### config.mk
export PLATFORM = sky130hd
export DESIGN_NAME = dual_gpio_port_ab
export DESIGN_NICKNAME = d
export VERILOG_FILES = /design/src/rtl/gpio_ab_pkg.sv /design/src/rtl/dual_gpio_port_ab.sv
export SDC_FILE = /design/constraint.sdc
export NUM_CORES = 1
export LEC_CHECK = 0
export ABC_AREA = 1
export BUFFER_PORTS_ARGS = -buffer_cell sky130_fd_sc_hd__buf_4
export CAP_MARGIN = 25
export CELL_PAD_IN_SITES_DETAIL_PLACEMENT = 0
export CELL_PAD_IN_SITES_GLOBAL_PLACEMENT = 1
export CORE_MARGIN = 3
export CORE_UTILIZATION = 36
export DETAILED_ROUTE_END_ITERATION = 16
export GPL_TIMING_DRIVEN = 0
export PLACE_DENSITY_LB_ADDON = 0.1
export SYNTH_ARGS = -nofsm -noshare
export SYNTH_HDL_FRONTEND = slang
export SYNTH_SLANG_ARGS = --single-unit
### constraint.sdc
create_clock -name clock_in -period 4.7 [get_ports clock_in]
set_input_delay 0.94 -clock clock_in [delete_from_list [all_inputs] [get_ports clock_in]]
set_output_delay 0.94 -clock clock_in [all_outputs]
set_load 0.02 [all_outputs]
### src/rtl/gpio_ab_pkg.sv
// shared constants and types for the dual general-purpose port block
package gpio_ab_pkg;
   localparam int unsigned PORT_A_WIDTH = 6;
   localparam int unsigned PORT_B_WIDTH = 8;

   // register indices; byte address is four times the index
   localparam logic [7:0] IDX_PIN_DATA_A = 8'h05;
   localparam logic [7:0] IDX_PIN_DATA_B = 8'h06;
   localparam logic [7:0] IDX_IRQ_STATUS = 8'h0B;
   localparam logic [7:0] IDX_OPTION = 8'h81;
   localparam logic [7:0] IDX_DIR_A = 8'h85;
   localparam logic [7:0] IDX_DIR_B = 8'h86;
   localparam logic [7:0] IDX_IRQ_MASK = 8'h8B;
   localparam logic [7:0] IDX_LOW_VOLT_PROG = 8'h90;
   localparam logic [7:0] IDX_COMPARATOR = 8'h9C;
   localparam logic [7:0] IDX_ADC_PIN = 8'h9F;

   // reset values
   localparam logic [7:0] RST_OPTION = 8'hFF;
   localparam logic [7:0] RST_DIR_B = 8'hFF;
   localparam logic [5:0] RST_DIR_A = 6'h3F;
   localparam logic [5:0] RST_LATCH_A = 6'h00;
   localparam logic [7:0] RST_LATCH_B = 8'h00;
   localparam logic [5:0] RST_ADC_PIN = 6'h2F;
   localparam logic [7:0] RST_COMPARATOR = 8'h07;
   localparam logic [0:0] RST_LOW_VOLT_PROG = 1'b1;
   localparam logic [1:0] RST_IRQ = 2'b00;

   // field positions
   localparam int unsigned IRQ_EXT = 0;
   localparam int unsigned IRQ_CHANGE = 1;
   localparam int unsigned CMP_C1_OE = 4;
   localparam int unsigned CMP_C2_OE = 5;
   localparam logic [2:0] CMP_MODE_OFF = 3'h7;
   localparam logic [7:0] CHANGE_MASK = 8'hF0;
   localparam logic [5:0] OPEN_DRAIN_MASK = 6'h10;

   typedef struct packed {
      logic pullup_disable_n;
      logic ext_irq_edge_select;
      logic timer_zero_clock_source;
      logic timer_zero_edge_select;
      logic prescaler_assign;
      logic prescaler_select_hi;
      logic prescaler_select_mid;
      logic prescaler_select_lo;
   } option_t;

   typedef struct packed {
      logic [5:0] latch_a;
      logic [5:0] dir_a;
      logic [7:0] latch_b;
      logic [7:0] dir_b;
      option_t opt;
      logic [5:0] adc_pin;
      logic [7:0] comparator;
      logic [0:0] low_voltage_programming;
      logic [1:0] irq_status;
      logic [1:0] irq_mask;
      logic [7:0] prev_b;
      logic dp_valid;
      logic dp_write;
      logic dp_hit;
      logic dp_lane0;
      logic [7:0] dp_idx;
      logic [7:0] rdata;
   } state_t;
endpackage

### src/rtl/dual_gpio_port_ab.sv
// two general-purpose ports with pin sharing, option register and pin interrupts
`timescale 1ns/10ps
`default_nettype none
module dual_gpio_port_ab
   import gpio_ab_pkg::*;
(
   input wire logic clock_in,
   input wire logic nrst_in,
   input wire logic hsel_in,
   input wire logic [31:0] haddr_in,
   input wire logic [1:0] htrans_in,
   input wire logic hwrite_in,
   input wire logic [2:0] hsize_in,
   input wire logic [31:0] hwdata_in,
   input wire logic hready_in,
   output logic [31:0] hrdata_out,
   output logic hreadyout_out,
   output logic hresp_out,
   input wire logic [5:0] pin_a_in,
   output logic [5:0] pin_a_out,
   output logic [5:0] pin_a_oe_out,
   input wire logic [5:0] alt_enable_a_in,
   input wire logic [5:0] alt_data_a_in,
   input wire logic [5:0] alt_oe_a_in,
   input wire logic [1:0] comparator_out_in,
   output logic [5:0] analog_select_a_out,
   output logic timer_zero_ext_clock_in_out,
   input wire logic [7:0] pin_b_in,
   output logic [7:0] pin_b_out,
   output logic [7:0] pin_b_oe_out,
   output logic [7:0] pullup_b_out,
   output logic [7:0] schmitt_b_out,
   input wire logic prog_mode_in,
   input wire logic prog_data_in,
   input wire logic prog_data_oe_in,
   output logic serial_prog_clock_out,
   output logic serial_prog_data_out,
   output logic low_volt_prog_enable_pin_out,
   output option_t option_out,
   output logic irq_out
);

   localparam state_t STATE_RST = '{
      latch_a: RST_LATCH_A,
      dir_a: RST_DIR_A,
      latch_b: RST_LATCH_B,
      dir_b: RST_DIR_B,
      opt: option_t'(RST_OPTION),
      adc_pin: RST_ADC_PIN,
      comparator: RST_COMPARATOR,
      low_voltage_programming: RST_LOW_VOLT_PROG,
      irq_status: RST_IRQ,
      irq_mask: RST_IRQ,
      prev_b: 8'h00,
      dp_valid: 1'b0,
      dp_write: 1'b0,
      dp_hit: 1'b0,
      dp_lane0: 1'b0,
      dp_idx: 8'h00,
      rdata: 8'h00
   };

   state_t q;
   state_t d;
   logic cmp_on;
   logic [5:0] analog_a;
   logic [5:0] cmp_en_a;
   logic [5:0] val_a;
   logic [5:0] gp_oe_a;
   logic [5:0] gp_out_a;
   logic [7:0] rd_a;
   logic [7:0] rd_b;
   logic [7:0] blocked_b;
   logic [7:0] prog_drive_b;
   logic [7:0] chg_b;
   logic ext_edge;
   logic [1:0] irq_set;
   logic [1:0] irq_clr;
   logic take;
   logic wr;
   logic [7:0] wm;
   logic [7:0] wv;
   logic [7:0] rv;

   assign cmp_on = q.comparator[2:0] != CMP_MODE_OFF;
   assign analog_a = {q.adc_pin[5], 1'b0, q.adc_pin[3:0] | {4{cmp_on}}};
   assign analog_select_a_out = analog_a;
   assign cmp_en_a = {q.comparator[CMP_C2_OE], q.comparator[CMP_C1_OE], 4'h0} & {6{cmp_on}};

   assign rd_a = {2'b00, pin_a_in & ~analog_a};

   assign val_a = (cmp_en_a & {comparator_out_in, 4'h0}) | (~cmp_en_a & q.latch_a);
   assign gp_oe_a = ~q.dir_a & ~(OPEN_DRAIN_MASK & val_a);
   assign gp_out_a = val_a & ~OPEN_DRAIN_MASK;

   assign pin_a_oe_out = (alt_enable_a_in & alt_oe_a_in) | (~alt_enable_a_in & gp_oe_a);
   assign pin_a_out = (alt_enable_a_in & alt_data_a_in) | (~alt_enable_a_in & gp_out_a);

   assign timer_zero_ext_clock_in_out = pin_a_in[4];

   assign blocked_b = {prog_mode_in, prog_mode_in, 2'b00, q.low_voltage_programming[0], 3'b000};
   assign prog_drive_b = {prog_mode_in, 7'h00};
   assign pin_b_oe_out = (~blocked_b & ~q.dir_b) | (prog_drive_b & {prog_data_oe_in, 7'h00});
   assign pin_b_out = (~blocked_b & q.latch_b) | (prog_drive_b & {prog_data_in, 7'h00});
   assign rd_b = pin_b_in & ~{4'h0, q.low_voltage_programming[0], 3'b000};

   assign serial_prog_clock_out = prog_mode_in & pin_b_in[6];
   assign serial_prog_data_out = prog_mode_in & pin_b_in[7];
   assign low_volt_prog_enable_pin_out = q.low_voltage_programming[0] & pin_b_in[3];

   assign pullup_b_out = {8{~q.opt.pullup_disable_n}} & q.dir_b;

   assign schmitt_b_out = {prog_mode_in, prog_mode_in, 5'h00, q.irq_mask[IRQ_EXT]};

   // change on upper inputs
   // output pins are left out so own drive changes raise nothing
   assign chg_b = (pin_b_in ^ q.prev_b) & q.dir_b & CHANGE_MASK;
   assign ext_edge = q.opt.ext_irq_edge_select ?
                     (pin_b_in[0] & ~q.prev_b[0]) : (~pin_b_in[0] & q.prev_b[0]);
   assign irq_set = {|chg_b, ext_edge};

   assign option_out = q.opt;
   assign irq_out = |(q.irq_status & q.irq_mask);
   assign hreadyout_out = 1'b1;
   assign hresp_out = 1'b0;
   assign hrdata_out = {24'h00_0000, q.rdata};

   assign take = hsel_in & htrans_in[1] & hready_in;
   assign wr = q.dp_valid & q.dp_write & q.dp_hit;
   // a write that misses byte lane zero still rewrites the latch from the pins
   assign wm = q.dp_lane0 ? 8'hFF : 8'h00;
   assign wv = hwdata_in[7:0] & wm;

   always_comb begin
      d = q;
      irq_clr = 2'b00;
      rv = 8'h00;
      d.prev_b = pin_b_in;
      if (wr) begin
         case (q.dp_idx)
            IDX_PIN_DATA_A: begin
               d.latch_a = (rd_a[5:0] & ~wm[5:0]) | wv[5:0];
            end
            IDX_PIN_DATA_B: begin
               d.latch_b = (rd_b & ~wm) | wv;
            end
            IDX_DIR_A: begin
               d.dir_a = (q.dir_a & ~wm[5:0]) | wv[5:0];
            end
            IDX_DIR_B: begin
               d.dir_b = (q.dir_b & ~wm) | wv;
            end
            IDX_OPTION: begin
               d.opt = option_t'((q.opt & ~wm) | wv);
            end
            IDX_ADC_PIN: begin
               d.adc_pin = (q.adc_pin & ~wm[5:0]) | wv[5:0];
            end
            IDX_COMPARATOR: begin
               d.comparator = (q.comparator & ~wm) | wv;
            end
            IDX_LOW_VOLT_PROG: begin
               d.low_voltage_programming = (q.low_voltage_programming & ~wm[0]) | wv[0];
            end
            IDX_IRQ_STATUS: begin
               irq_clr = wv[1:0];
            end
            IDX_IRQ_MASK: begin
               d.irq_mask = (q.irq_mask & ~wm[1:0]) | wv[1:0];
            end
            default: begin
            end
         endcase
      end
      // set wins over a same-cycle clear
      d.irq_status = (q.irq_status & ~irq_clr) | irq_set;
      if (take) begin
         d.dp_valid = 1'b1;
         d.dp_write = hwrite_in;
         d.dp_hit = haddr_in[31:10] == 22'h00_0000;
         d.dp_lane0 = haddr_in[1:0] == 2'b00;
         d.dp_idx = haddr_in[9:2];
         // reads see the value just written by the previous data phase
         case (haddr_in[9:2])
            IDX_PIN_DATA_A: rv = rd_a;
            IDX_PIN_DATA_B: rv = rd_b;
            IDX_DIR_A: rv = {2'b00, d.dir_a};
            IDX_DIR_B: rv = d.dir_b;
            IDX_OPTION: rv = d.opt;
            IDX_ADC_PIN: rv = {2'b00, d.adc_pin};
            IDX_COMPARATOR: rv = d.comparator;
            IDX_LOW_VOLT_PROG: rv = {7'h00, d.low_voltage_programming};
            IDX_IRQ_STATUS: rv = {6'h00, d.irq_status};
            IDX_IRQ_MASK: rv = {6'h00, d.irq_mask};
            default: rv = 8'h00;
         endcase
         if (!hwrite_in) begin
            d.rdata = d.dp_hit ? rv : 8'h00;
         end
      end else begin
         d.dp_valid = 1'b0;
      end
   end

   always_ff @(posedge clock_in or negedge nrst_in) begin
      if (!nrst_in) begin
         q <= STATE_RST;
      end else begin
         q <= d;
      end
   end

   logic [5:0] wr_low_a;
   logic [5:0] drv_mask_a;
   assign wr_low_a = hwdata_in[5:0];
   assign drv_mask_a = ~q.dir_a & ~alt_enable_a_in & ~cmp_en_a & ~OPEN_DRAIN_MASK;
endmodule
`default_nettype wire

==> qor.yml, run 1 <==
worst_setup_path:
  setup.worst_path.start_class: "register"
  reg2reg_slack_ns: 2.39
  required_ns: 3.76
  cp_max_fo: 9
  critPathKind: "reg -> out"
  end_kind: "output port"
  crit_arrival_ns: 2.28
timing:
  layout_min_cycle_time_ns: 3.22
  slew_headroom_pct: 46.3
  fin_ws_ns: 1.48
  slew_viol_final: 0
  tightest_slew_ns: 0.803
  max_freq_ghz: 0.311
  finalSetupViolCount: 0
  fin_setup_tns_ns: 0
  rsz0062_at_grt: "false"
  post-route-period-util_pct: 68.5
  finalHoldViolations: 0
  skew_ns: 0.00838
synthesis:
  syn-instance-count: 727
  syn_avg_cell_area_sq_um: 6.91
  synth_cell_types: 34
  synth_top_family_by_area: "simple AND/OR/NAND/NOR gates"
  yosys_warnings: 0
  synth-simple-area-share_pct: 33.6
  synth_fa_ha_area_share_pct: 0
  ys_ff_latch: 80
  yosysSeqAreaShare_pct: 40.6
  synth-compound-area-share_pct: 8.80
  syn_area_sq_um: 5020
  synthMuxAreaShare_pct: 0
  synth_xor_area_share_pct: 0
grt:
  grt_pass1_wl_microns: 24900
  grt_max_degree: 81
  grt-ovfl-total: 0
  grt_pass1_vias: 4570
  grtUsageTotal_pct: 21.9
  antenna_found_initial: 0
routing:
  wl_per_cell_microns: 15.2
  first_pass_iters: 4
  drt_iter0_drc: 267
  vias: 5073
  antenna_left: 0
  drc: 0
  vias_per_cell: 4.62
  finalWirelength_microns: 16600
placement:
  pre_cts_ws_ns: 1.84
  hpwl_microns: 13400
  portBuffers: 147
  gp_congestion: 0.885
cells_and_area:
  diodes: 0
  syn_to_final_growth_pct: 35.9
  final_cell_mix: "nand2_1, buf_4, inv_1"
  final_layout_size_suffix_gt1_share_pct: 30.3
  nFillCells: 1372
  final_common_cell: "nand2_1"
  layout.nets: 1027
cts:
  clk_latency_ns: 0.35
  cts_buffer_depth: 2
  cts_hold_buf: 0
  cts.sinks: 80
  cts_resized: 0
  root_buffer: "clkbuf_16"
  cts_made_buffers: 9
  cts.clk_slew.worst_paths_ns: 0.07
  cts_tree: "yes"
  htree_levels: 3
  post_cts_buffers: 0
worst_hold_path:
  hold_path.class: "reg -> reg"
pwr:
  power_leakage_nw: 3.87
  power_density_nw_per_um2: 269
  ir_drop_mv: 0.164
die:
  initial_core_util_pct: 37.3
  dieWidth_microns: 124
  rows: 42
  core_area_sq_um: 13500
  dieArea_sq_um: 15400
  boundaryPins: 208
  die_h_microns: 124
run:
  drv_cap: 0
run_status:
  status: "finished clean"
==> per-stage QoR <==
stage          hold WS [ns]  total power, W  utilization, %  cells  area, sq um
2_1_floorplan         0.438        0.000878               -    757         5130
3_3_place_gp          0.452         0.00101            48.0   1080         6460
3_5_place_dp          0.459         0.00101            48.0   1080         6460
4_1_cts               0.474         0.00184            50.6   1096         6800
5_1_grt               0.500         0.00191            50.7   1097         6820
6_report              0.480         0.00183            50.7   1097         6820
==> cell type report <==
class / instances / area [sq um] / share of cell area, %
Tap cell: 176 / 220 / 3.23
Inverter: 98 / 368 / 5.39
Clock inverter: 6 / 115 / 1.69
Buffer: 66 / 477 / 6.99
Multi-Input combinational cell: 513 / 2250 / 33.0
Clock buffer: 10 / 229 / 3.36
Timing Repair Buffer: 148 / 1120 / 16.5
Sequential cell: 80 / 2040 / 29.9
==> worst max-delay path, stage by stage (launching register included) <==
cell and delay (ns):
dfstp_2 0.54, nand2_1 0.05, nor2_1 0.60, inv_1 0.21, nand2_1 0.10, nor2_1 0.04, o31ai_1 0.21, buf_4 0.18
==> path summary, 6_finish.rpt <==
kind | startpoint | to | depth (start not counted)
max | q[35] | pin_a_out[5] | 7
min | q[39] | q[39] | 2
max reg2reg | q[16] | hrdata_out[3] | 9
min reg2reg | q[39] | q[39] | 2
max in group asynchronous | nrst_in | option_out[2] | 2
min in group asynchronous | nrst_in | q[80] | 1
==> synth_stat cells <==
cell type  instances  share of area (%)
nor4_1             3               0.37
o21ai_0           41                4.1
inv_1             92                6.9
dfrtp_1           49                 24
and2_1             3               0.37
conb_1             2               0.15
nor3_1             5               0.50
nand3_4            1               0.35
clkinv_1           1              0.075
o21ai_1            3               0.30
buf_2              2               0.20
nor2_4             3               0.67
a31oi_1            1               0.12
nor2_2             5               0.62
a22o_1             1               0.17
or2_0              1               0.12
nand4_1           10                1.2
nand3_1           40                4.0
o21a_1             1               0.15
dfstp_2           31                 16
o21ai_2            3               0.52
o31ai_1            2               0.30
a21oi_1           25                2.5
clkbuf_2           1               0.10
clkbuf_1           4               0.30
buf_6              1               0.22
nand2_1          246                 18
nor3_2             3               0.60
a32o_1             1               0.20
nand3_2            3               0.60
inv_2              5               0.37
buf_4             58                8.7
nor2_1            77                5.8
a211oi_1           3               0.45
==> state kept, by name (all words and copies together), names as in the netlist <==
signal / cells
analog_select_a_out: 1
blocked_b: 1
hrdata_out: 8
option_out: 8
q: 61
schmitt_b_out: 1
==> routing by layer <==
layer / GRT usage [%] / routed length (microns) / vias up
li1: - / - / 2560
met1: 29.8 / 7540 / 2315
met2: 35.6 / 7630 / 186
met3: 4.18 / 1220 / 12
met4: 6.02 / 225 / 0
met5: 0 / 0 / -
==> power breakdown <==
group	leakage, nW	switching, W	internal [W]
Sequential	0.877	0.0000139	0.000707
Combinational	2.82	0.000168	0.000111
Clock	0.164	0.000312	0.000524
==> logic make-up after synthesis <==
logic type | Yosys count
AND/OR/NAND/NOR | 400
other | 2
buffers and inverters | 164
AO/OA/AOI/OAI | 81
flip-flops | 80
(Power assumes the default switching activity.)
==> run 2, diff against run 1 <==
--- a/config.mk
+++ b/config.mk
@@ -11,7 +11,7 @@
 export CELL_PAD_IN_SITES_DETAIL_PLACEMENT = 0
 export CELL_PAD_IN_SITES_GLOBAL_PLACEMENT = 1
 export CORE_MARGIN = 3
-export CORE_UTILIZATION = 36
+export CORE_UTILIZATION = 33
 export DETAILED_ROUTE_END_ITERATION = 16
 export GPL_TIMING_DRIVEN = 0
 export PLACE_DENSITY_LB_ADDON = 0.1
==> constraint.sdc (replaced) <==
create_clock -name clock_in -period 3.35 [get_ports clock_in]
set_input_delay 0.67 -clock clock_in [delete_from_list [all_inputs] [get_ports clock_in]]
set_output_delay 0.67 -clock clock_in [all_outputs]
set_load 0.02 [all_outputs]
==> run 2 against run 1 <==
Against the previous run:
- sequential share of layout area barely moved
- wire length up 3.6%
- cell count rose by 0.73%
- register-to-register slack worse by 1.2 ns
- critical path type unchanged
- critical endpoint unchanged
- largest power group unchanged
==> qor.yml, run 2 (synthesis results as in run 1) <==
run:
  drv_cap: 0
cells_and_area:
  final_layout_size_suffix_gt1_share_pct: 30.3
  multi_input_area_sq_um: 2250
  layout.nets: 1027
  regMostFlops: "q"
  syn_to_final_growth_pct: 35.7
  final_common_cell: "nand2_1"
  largest_reg_flops: 61
  nFillCells: 1548
  diodes: 0
  final_cell_mix: "nand2_1, buf_4, inv_1"
  regArea_sq_um: 2040
  design_area_sq_um: 6820
grt:
  grt_pass1_wl_microns: 26300
  antenna_found_initial: 0
  grt_max_degree: 63
  grtUsageTotal_pct: 20.9
  grt-ovfl-total: 0
  grt_pass1_vias: 4915
cts:
  cts.clk_slew.worst_paths_ns: 0.07
  post_cts_buffers: 0
  cts_tree: "yes"
  root_buffer: "clkbuf_16"
  cts_buffer_depth: 2
  cts_made_buffers: 9
  cts_resized: 0
  htree_levels: 3
  clk_latency_ns: 0.36
  cts.sinks: 80
  cts_hold_buf: 0
run_status:
  status: "finished clean"
worst_setup_path:
  required_ns: 2.68
  worstPathCellList: "nand2_1 -> nor2_1 -> inv_1 -> nand2_1 -> nor2_1 -> o31ai_1 -> buf_4"
  crit_start: "q[35]"
  crit_arrival_ns: 2.35
  r2r-start: "q[16]"
  cp_max_fo: 9
  setup.worst_path.start_class: "register"
  critPathMaxStageDelay_ns: 0.67
  critPathKind: "reg -> out"
  critPathSlowestCell: "nor2_1"
  end_kind: "output port"
placement:
  portBuffers: 147
  gp_congestion: 0.886
  hpwl_microns: 14100
  dpl_cell_area_sq_um: 6490
worst_hold_path:
  hold_path.class: "in -> async"
die:
  dieWidth_microns: 129
  initial_core_util_pct: 34.2
  rows: 44
  boundaryPins: 208
  dieArea_sq_um: 16700
  die_h_microns: 129
  core_area_sq_um: 14700
pwr:
  power_density_nw_per_um2: 366
  switching_power_w: 0.000688
  swShare_pct: 27.6
  p_int_w: 0.00181
  power_leakage_nw: 3.86
  seqPwrFrac_pct: 40.6
  p_comb_share_pct: 15.8
  ir_drop_mv: 0.225
  pwr-share-clk_pct: 43.5
timing:
  post-route-period-util_pct: 90.2
  slew_headroom_pct: 40.1
  slew_viol_final: 0
  finalHoldViolations: 0
  fin_setup_tns_ns: 0
  layout_min_cycle_time_ns: 3.02
  rsz0062_at_grt: "false"
  finalSetupViolCount: 0
  skew_ns: 0.00864
  tightest_slew_ns: 0.895
  max_freq_ghz: 0.331
routing:
  vias: 5087
  antenna_left: 0
  drt_iter0_drc: 245
  first_pass_iters: 7
  finalWirelength_microns: 17200
  vias_per_cell: 4.60
  drc: 0
  wl_per_cell_microns: 15.6
run 2: changes by cell type in the layout (fill, tap and decap cells not counted), sizes merged:
cell / change
bufinv: -1
inv: -1
clkinvlp: -1
clkinv: +3
run 2: metal layers:
| metal | track usage (%) | vias up | share of wire (%) |
|---|---|---|---|
| li1 | - | 2567 | - |
| met4 | 7.97 | 0 | 2.1 |
| met5 | 0 | - | 0 |
| met1 | 28.4 | 2293 | 45 |
| met2 | 33.4 | 206 | 46 |
| met3 | 3.34 | 21 | 7.4 |
run 2: layout make-up:
class | count | share of cell area (%)
plain buffers | 66 | 6.99
clock inverters | 6 | 1.34
clock buffers | 10 | 3.36
inverters | 98 | 5.40
well taps | 184 | 3.38
flip-flops and latches | 80 | 29.9
repair buffers | 148 | 16.6
multi-input cells | 513 | 33.0
run 2: worst paths after layout:
kind                                  to  slack (ns)  cells past startpoint
max                         pin_a_out[5]        0.33                      7
min reg2reg                        q[45]        0.48                      2
min in group clock_in              q[27]        0.45                      1
max in group asynchronous   blocked_b[3]        2.49                      2
min                                q[79]        0.20                      1
max reg2reg                hrdata_out[3]        1.16                      9
run 2: critical path: cells and delay by family, from the launching register on:
kind | cells | cell delay, ns
compound gates | 1 | 0.21
flops | 1 | 0.53
simple gates | 4 | 0.87
buf+inv | 2 | 0.39
run 2: metrics by stage:
step	hold slack (ns)	worst slack [ns]	cells	total power [W]	utilization (%)
finish	0.196	0.328	1105	0.00249	46.4
global route	0.213	0.200	1105	0.00260	46.4
CTS	0.195	0.324	1105	0.00251	46.4
detailed placement	0.460	0.711	1089	0.00142	44.2
global placement	0.450	0.709	1088	0.00142	44.0
floorplan	0.374	1.01	757	0.00123	-
run 2: power groups by stage:
stage          clock (W)  sequential (W)  combinational [W]
3_5_place_dp           0         0.00103           0.000395
2_1_floorplan          0         0.00102           0.000209
4_1_cts          0.00110         0.00101           0.000396
3_3_place_gp           0         0.00103           0.000388
6_report         0.00108         0.00101           0.000395
5_1_grt          0.00115         0.00102           0.000437
==> run 3, diff against run 2 <==
--- a/config.mk
+++ b/config.mk
@@ -5,16 +5,16 @@
 export SDC_FILE = /design/constraint.sdc
 export NUM_CORES = 1
 export LEC_CHECK = 0
-export ABC_AREA = 1
 export BUFFER_PORTS_ARGS = -buffer_cell sky130_fd_sc_hd__buf_4
 export CAP_MARGIN = 25
 export CELL_PAD_IN_SITES_DETAIL_PLACEMENT = 0
 export CELL_PAD_IN_SITES_GLOBAL_PLACEMENT = 1
 export CORE_MARGIN = 3
-export CORE_UTILIZATION = 33
+export CORE_UTILIZATION = 35
 export DETAILED_ROUTE_END_ITERATION = 16
 export GPL_TIMING_DRIVEN = 0
 export PLACE_DENSITY_LB_ADDON = 0.1
+export RECOVER_POWER = 50
 export SYNTH_ARGS = -nofsm -noshare
 export SYNTH_HDL_FRONTEND = slang
 export SYNTH_SLANG_ARGS = --single-unit
==> run 3 against run 2 <==
Against the previous run:
- wire length is 14% lower
- sequential cell count stayed put
- the flow now finishes with violations (max-capacitance violations, max-slew violations)
- critical path type is now in -> reg
- largest power group is now sequential cells
- sequential share of layout area is 1.9 points higher
- global-route usage is 1.6 points lower
- sequential power is 4% higher
- register-to-register slack worse by 0.54 ns
- clock skew is 0.00064 ns higher
- core utilization is 3.2 points higher
- area after synthesis is 5.4% lower
- first-iteration DRC count is 11% lower
- clock-buffer cell count stayed put
==> qor.yml, run 3 <==
run_status:
  status: "finished with violations"
  violations: "max-capacitance violations, max-slew violations"
grt:
  grt_pass1_wl_microns: 21900
  grt-ovfl-total: 0
  antenna_found_initial: 0
  grt_pass1_vias: 4009
  grt_max_degree: 81
  grtUsageTotal_pct: 19.3
routing:
  vias: 4193
  first_pass_iters: 4
  wl_per_cell_microns: 17.7
  drc: 0
  antenna_left: 0
  drt_iter0_drc: 219
  vias_per_cell: 4.99
  finalWirelength_microns: 14800
cts:
  cts.clk_slew.worst_paths_ns: 0.07
  post_cts_buffers: 0
  cts_hold_buf: 0
  cts_resized: 0
  cts.sinks: 80
  root_buffer: "clkbuf_16"
  cts_buffer_depth: 2
  cts_made_buffers: 9
  clk_latency_ns: 0.34
  htree_levels: 3
  cts_tree: "yes"
worst_setup_path:
  regToRegEndpoint: "hrdata_out[0]"
  setup.worst_path.start_class: "input port"
  worstPathCellList: "buf_4 -> nor4b_2 -> nand2_1 -> a2111oi_0 -> a211oi_1 -> or3b_1 -> clkbuf_1 -> a22oi_1"
  cp_max_fo: 8
  end_kind: "register"
  required_ns: 3.60
  critPathSlowestCell: "nor4b_2"
  crit_arrival_ns: 3.12
  crit_start: "haddr_in[7]"
  r2r-start: "q[10]"
  cp-endpoint: "hrdata_out[3]"
  critPathKind: "in -> reg"
  reg2reg_slack_ns: 0.62
  critPathMaxStageDelay_ns: 0.58
  rr_worst_depth: 7
synthesis:
  synthFlopType: "dfrtp_1"
  syn_avg_cell_area_sq_um: 10.0
  synth_top_cell_area_share_pct: 25.8
  synth.area.top_cells: "dfrtp_1, dfstp_2, mux2_2"
  syn-instance-count: 474
  ys_ff_latch: 80
  synth-edff-count: 0
  async_flop_share_pct: 100
  synthTopCellsByCount: "buf_4, nand2_1, mux2_2"
  post-synth-top-area-cell: "dfrtp_1"
  synth_cell_types: 57
  yosys_warnings: 0
  yosysSeqAreaShare_pct: 43.0
  yosysMostFrequentCell: "buf_4"
  syn_area_sq_um: 4750
cells_and_area:
  multi_input_area_sq_um: 2300
  final_layout_size_suffix_gt1_share_pct: 44.6
  regMostFlops: "q"
  diodes: 0
  regArea_sq_um: 2040
  largest_reg_flops: 61
  final_cell_mix: "buf_4, nand2_1, mux2_2"
  layout.nets: 774
  syn_to_final_growth_pct: 35.0
  final_common_cell: "buf_4"
  nFillCells: 1242
timing:
  fin_setup_tns_ns: 0
  tightest_slew_ns: 1.59
  fin_hold_ws_ns: 0.436
  layout_min_cycle_time_ns: 2.88
  slew_viol_final: 65
  slew_headroom_pct: -5.83
  post-route-period-util_pct: 86.0
  max_freq_ghz: 0.347
  finalSetupViolCount: 0
  finalHoldViolations: 0
  rsz0062_at_grt: "false"
  skew_ns: 0.00927
die:
  die_h_microns: 122
  initial_core_util_pct: 36.7
  core_area_sq_um: 12900
  dieArea_sq_um: 15000
  rows: 41
  dieWidth_microns: 122
  boundaryPins: 208
pwr:
  power_leakage_nw: 2.89
  power_density_nw_per_um2: 380
  ir_drop_mv: 0.201
placement:
  portBuffers: 145
  gp_congestion: 0.926
  hpwl_microns: 11300
worst_hold_path:
  hold_path.class: "in -> async"
run:
  drv_cap: 1
## run 3: area by class of cell
class	count	area share, %
plain buffers	74	7.75
clock buffers	10	3.73
clock inverters	6	0.781
inverters	9	0.527
multi-input cells	341	35.8
flip-flops and latches	80	31.8
well taps	172	3.36
repair buffers	148	16.2
## run 3: cells by family after synthesis
kind of cell / count (synthesis) / share of synthesized area [%]
other: 2 / 0.158
AOI/OAI and AO/OA: 84 / 11.9
muxes: 62 / 14.5
DFF: 80 / 43.0
and+or+nand+nor: 159 / 18.6
xor gates and xnor gates: 4 / 0.738
buffers and inverters: 83 / 11.2
## run 3: worst min path at each step
| stage | to | slack, ns | depth (start not counted) |
|---|---|---|---|
| finish | q[68] | 0.44 | 1 |
| global route | q[68] | 0.49 | 1 |
| CTS | q[25] | 0.47 | 1 |
| detailed placement | q[81] | 0.47 | 2 |
| global placement | q[69] | 0.47 | 2 |
| floorplan | hrdata_out[0] | 0.37 | 0 |
## run 3: power by group
group | internal, W | switching [W] | total [W]
Clock | 0.000530 | 0.000425 | 0.000955
Sequential | 0.00101 | 0.0000366 | 0.00105
Combinational | 0.000201 | 0.000229 | 0.000430
## run 3: layer usage
layer	track usage [%]	vias up	routed length [microns]
li1	-	2004	-
met5	0	-	0
met4	5.25	0	294
met1	25.5	2025	6460
met2	32.2	145	7180
met3	3.73	19	907
## run 3: per-stage QoR
step	worst slack (ns)	util [%]	instance area, sq um	total power [W]	std cells
floorplan	0.922	-	4860	0.00129	504
global placement	0.115	47.7	6160	0.00149	821
detailed placement	0.187	47.9	6190	0.00150	823
CTS	0.513	50.1	6470	0.00246	839
global route	0.279	49.6	6410	0.00253	840
finish	0.470	49.6	6410	0.00243	840
## run 3: worst max-delay path, delay by kind of cell
kind                   cells  cell delay (ns)
AND/OR/NAND/NOR            3             1.21
buffers and inverters      2             0.40
AO/OA/AOI/OAI              3             0.83
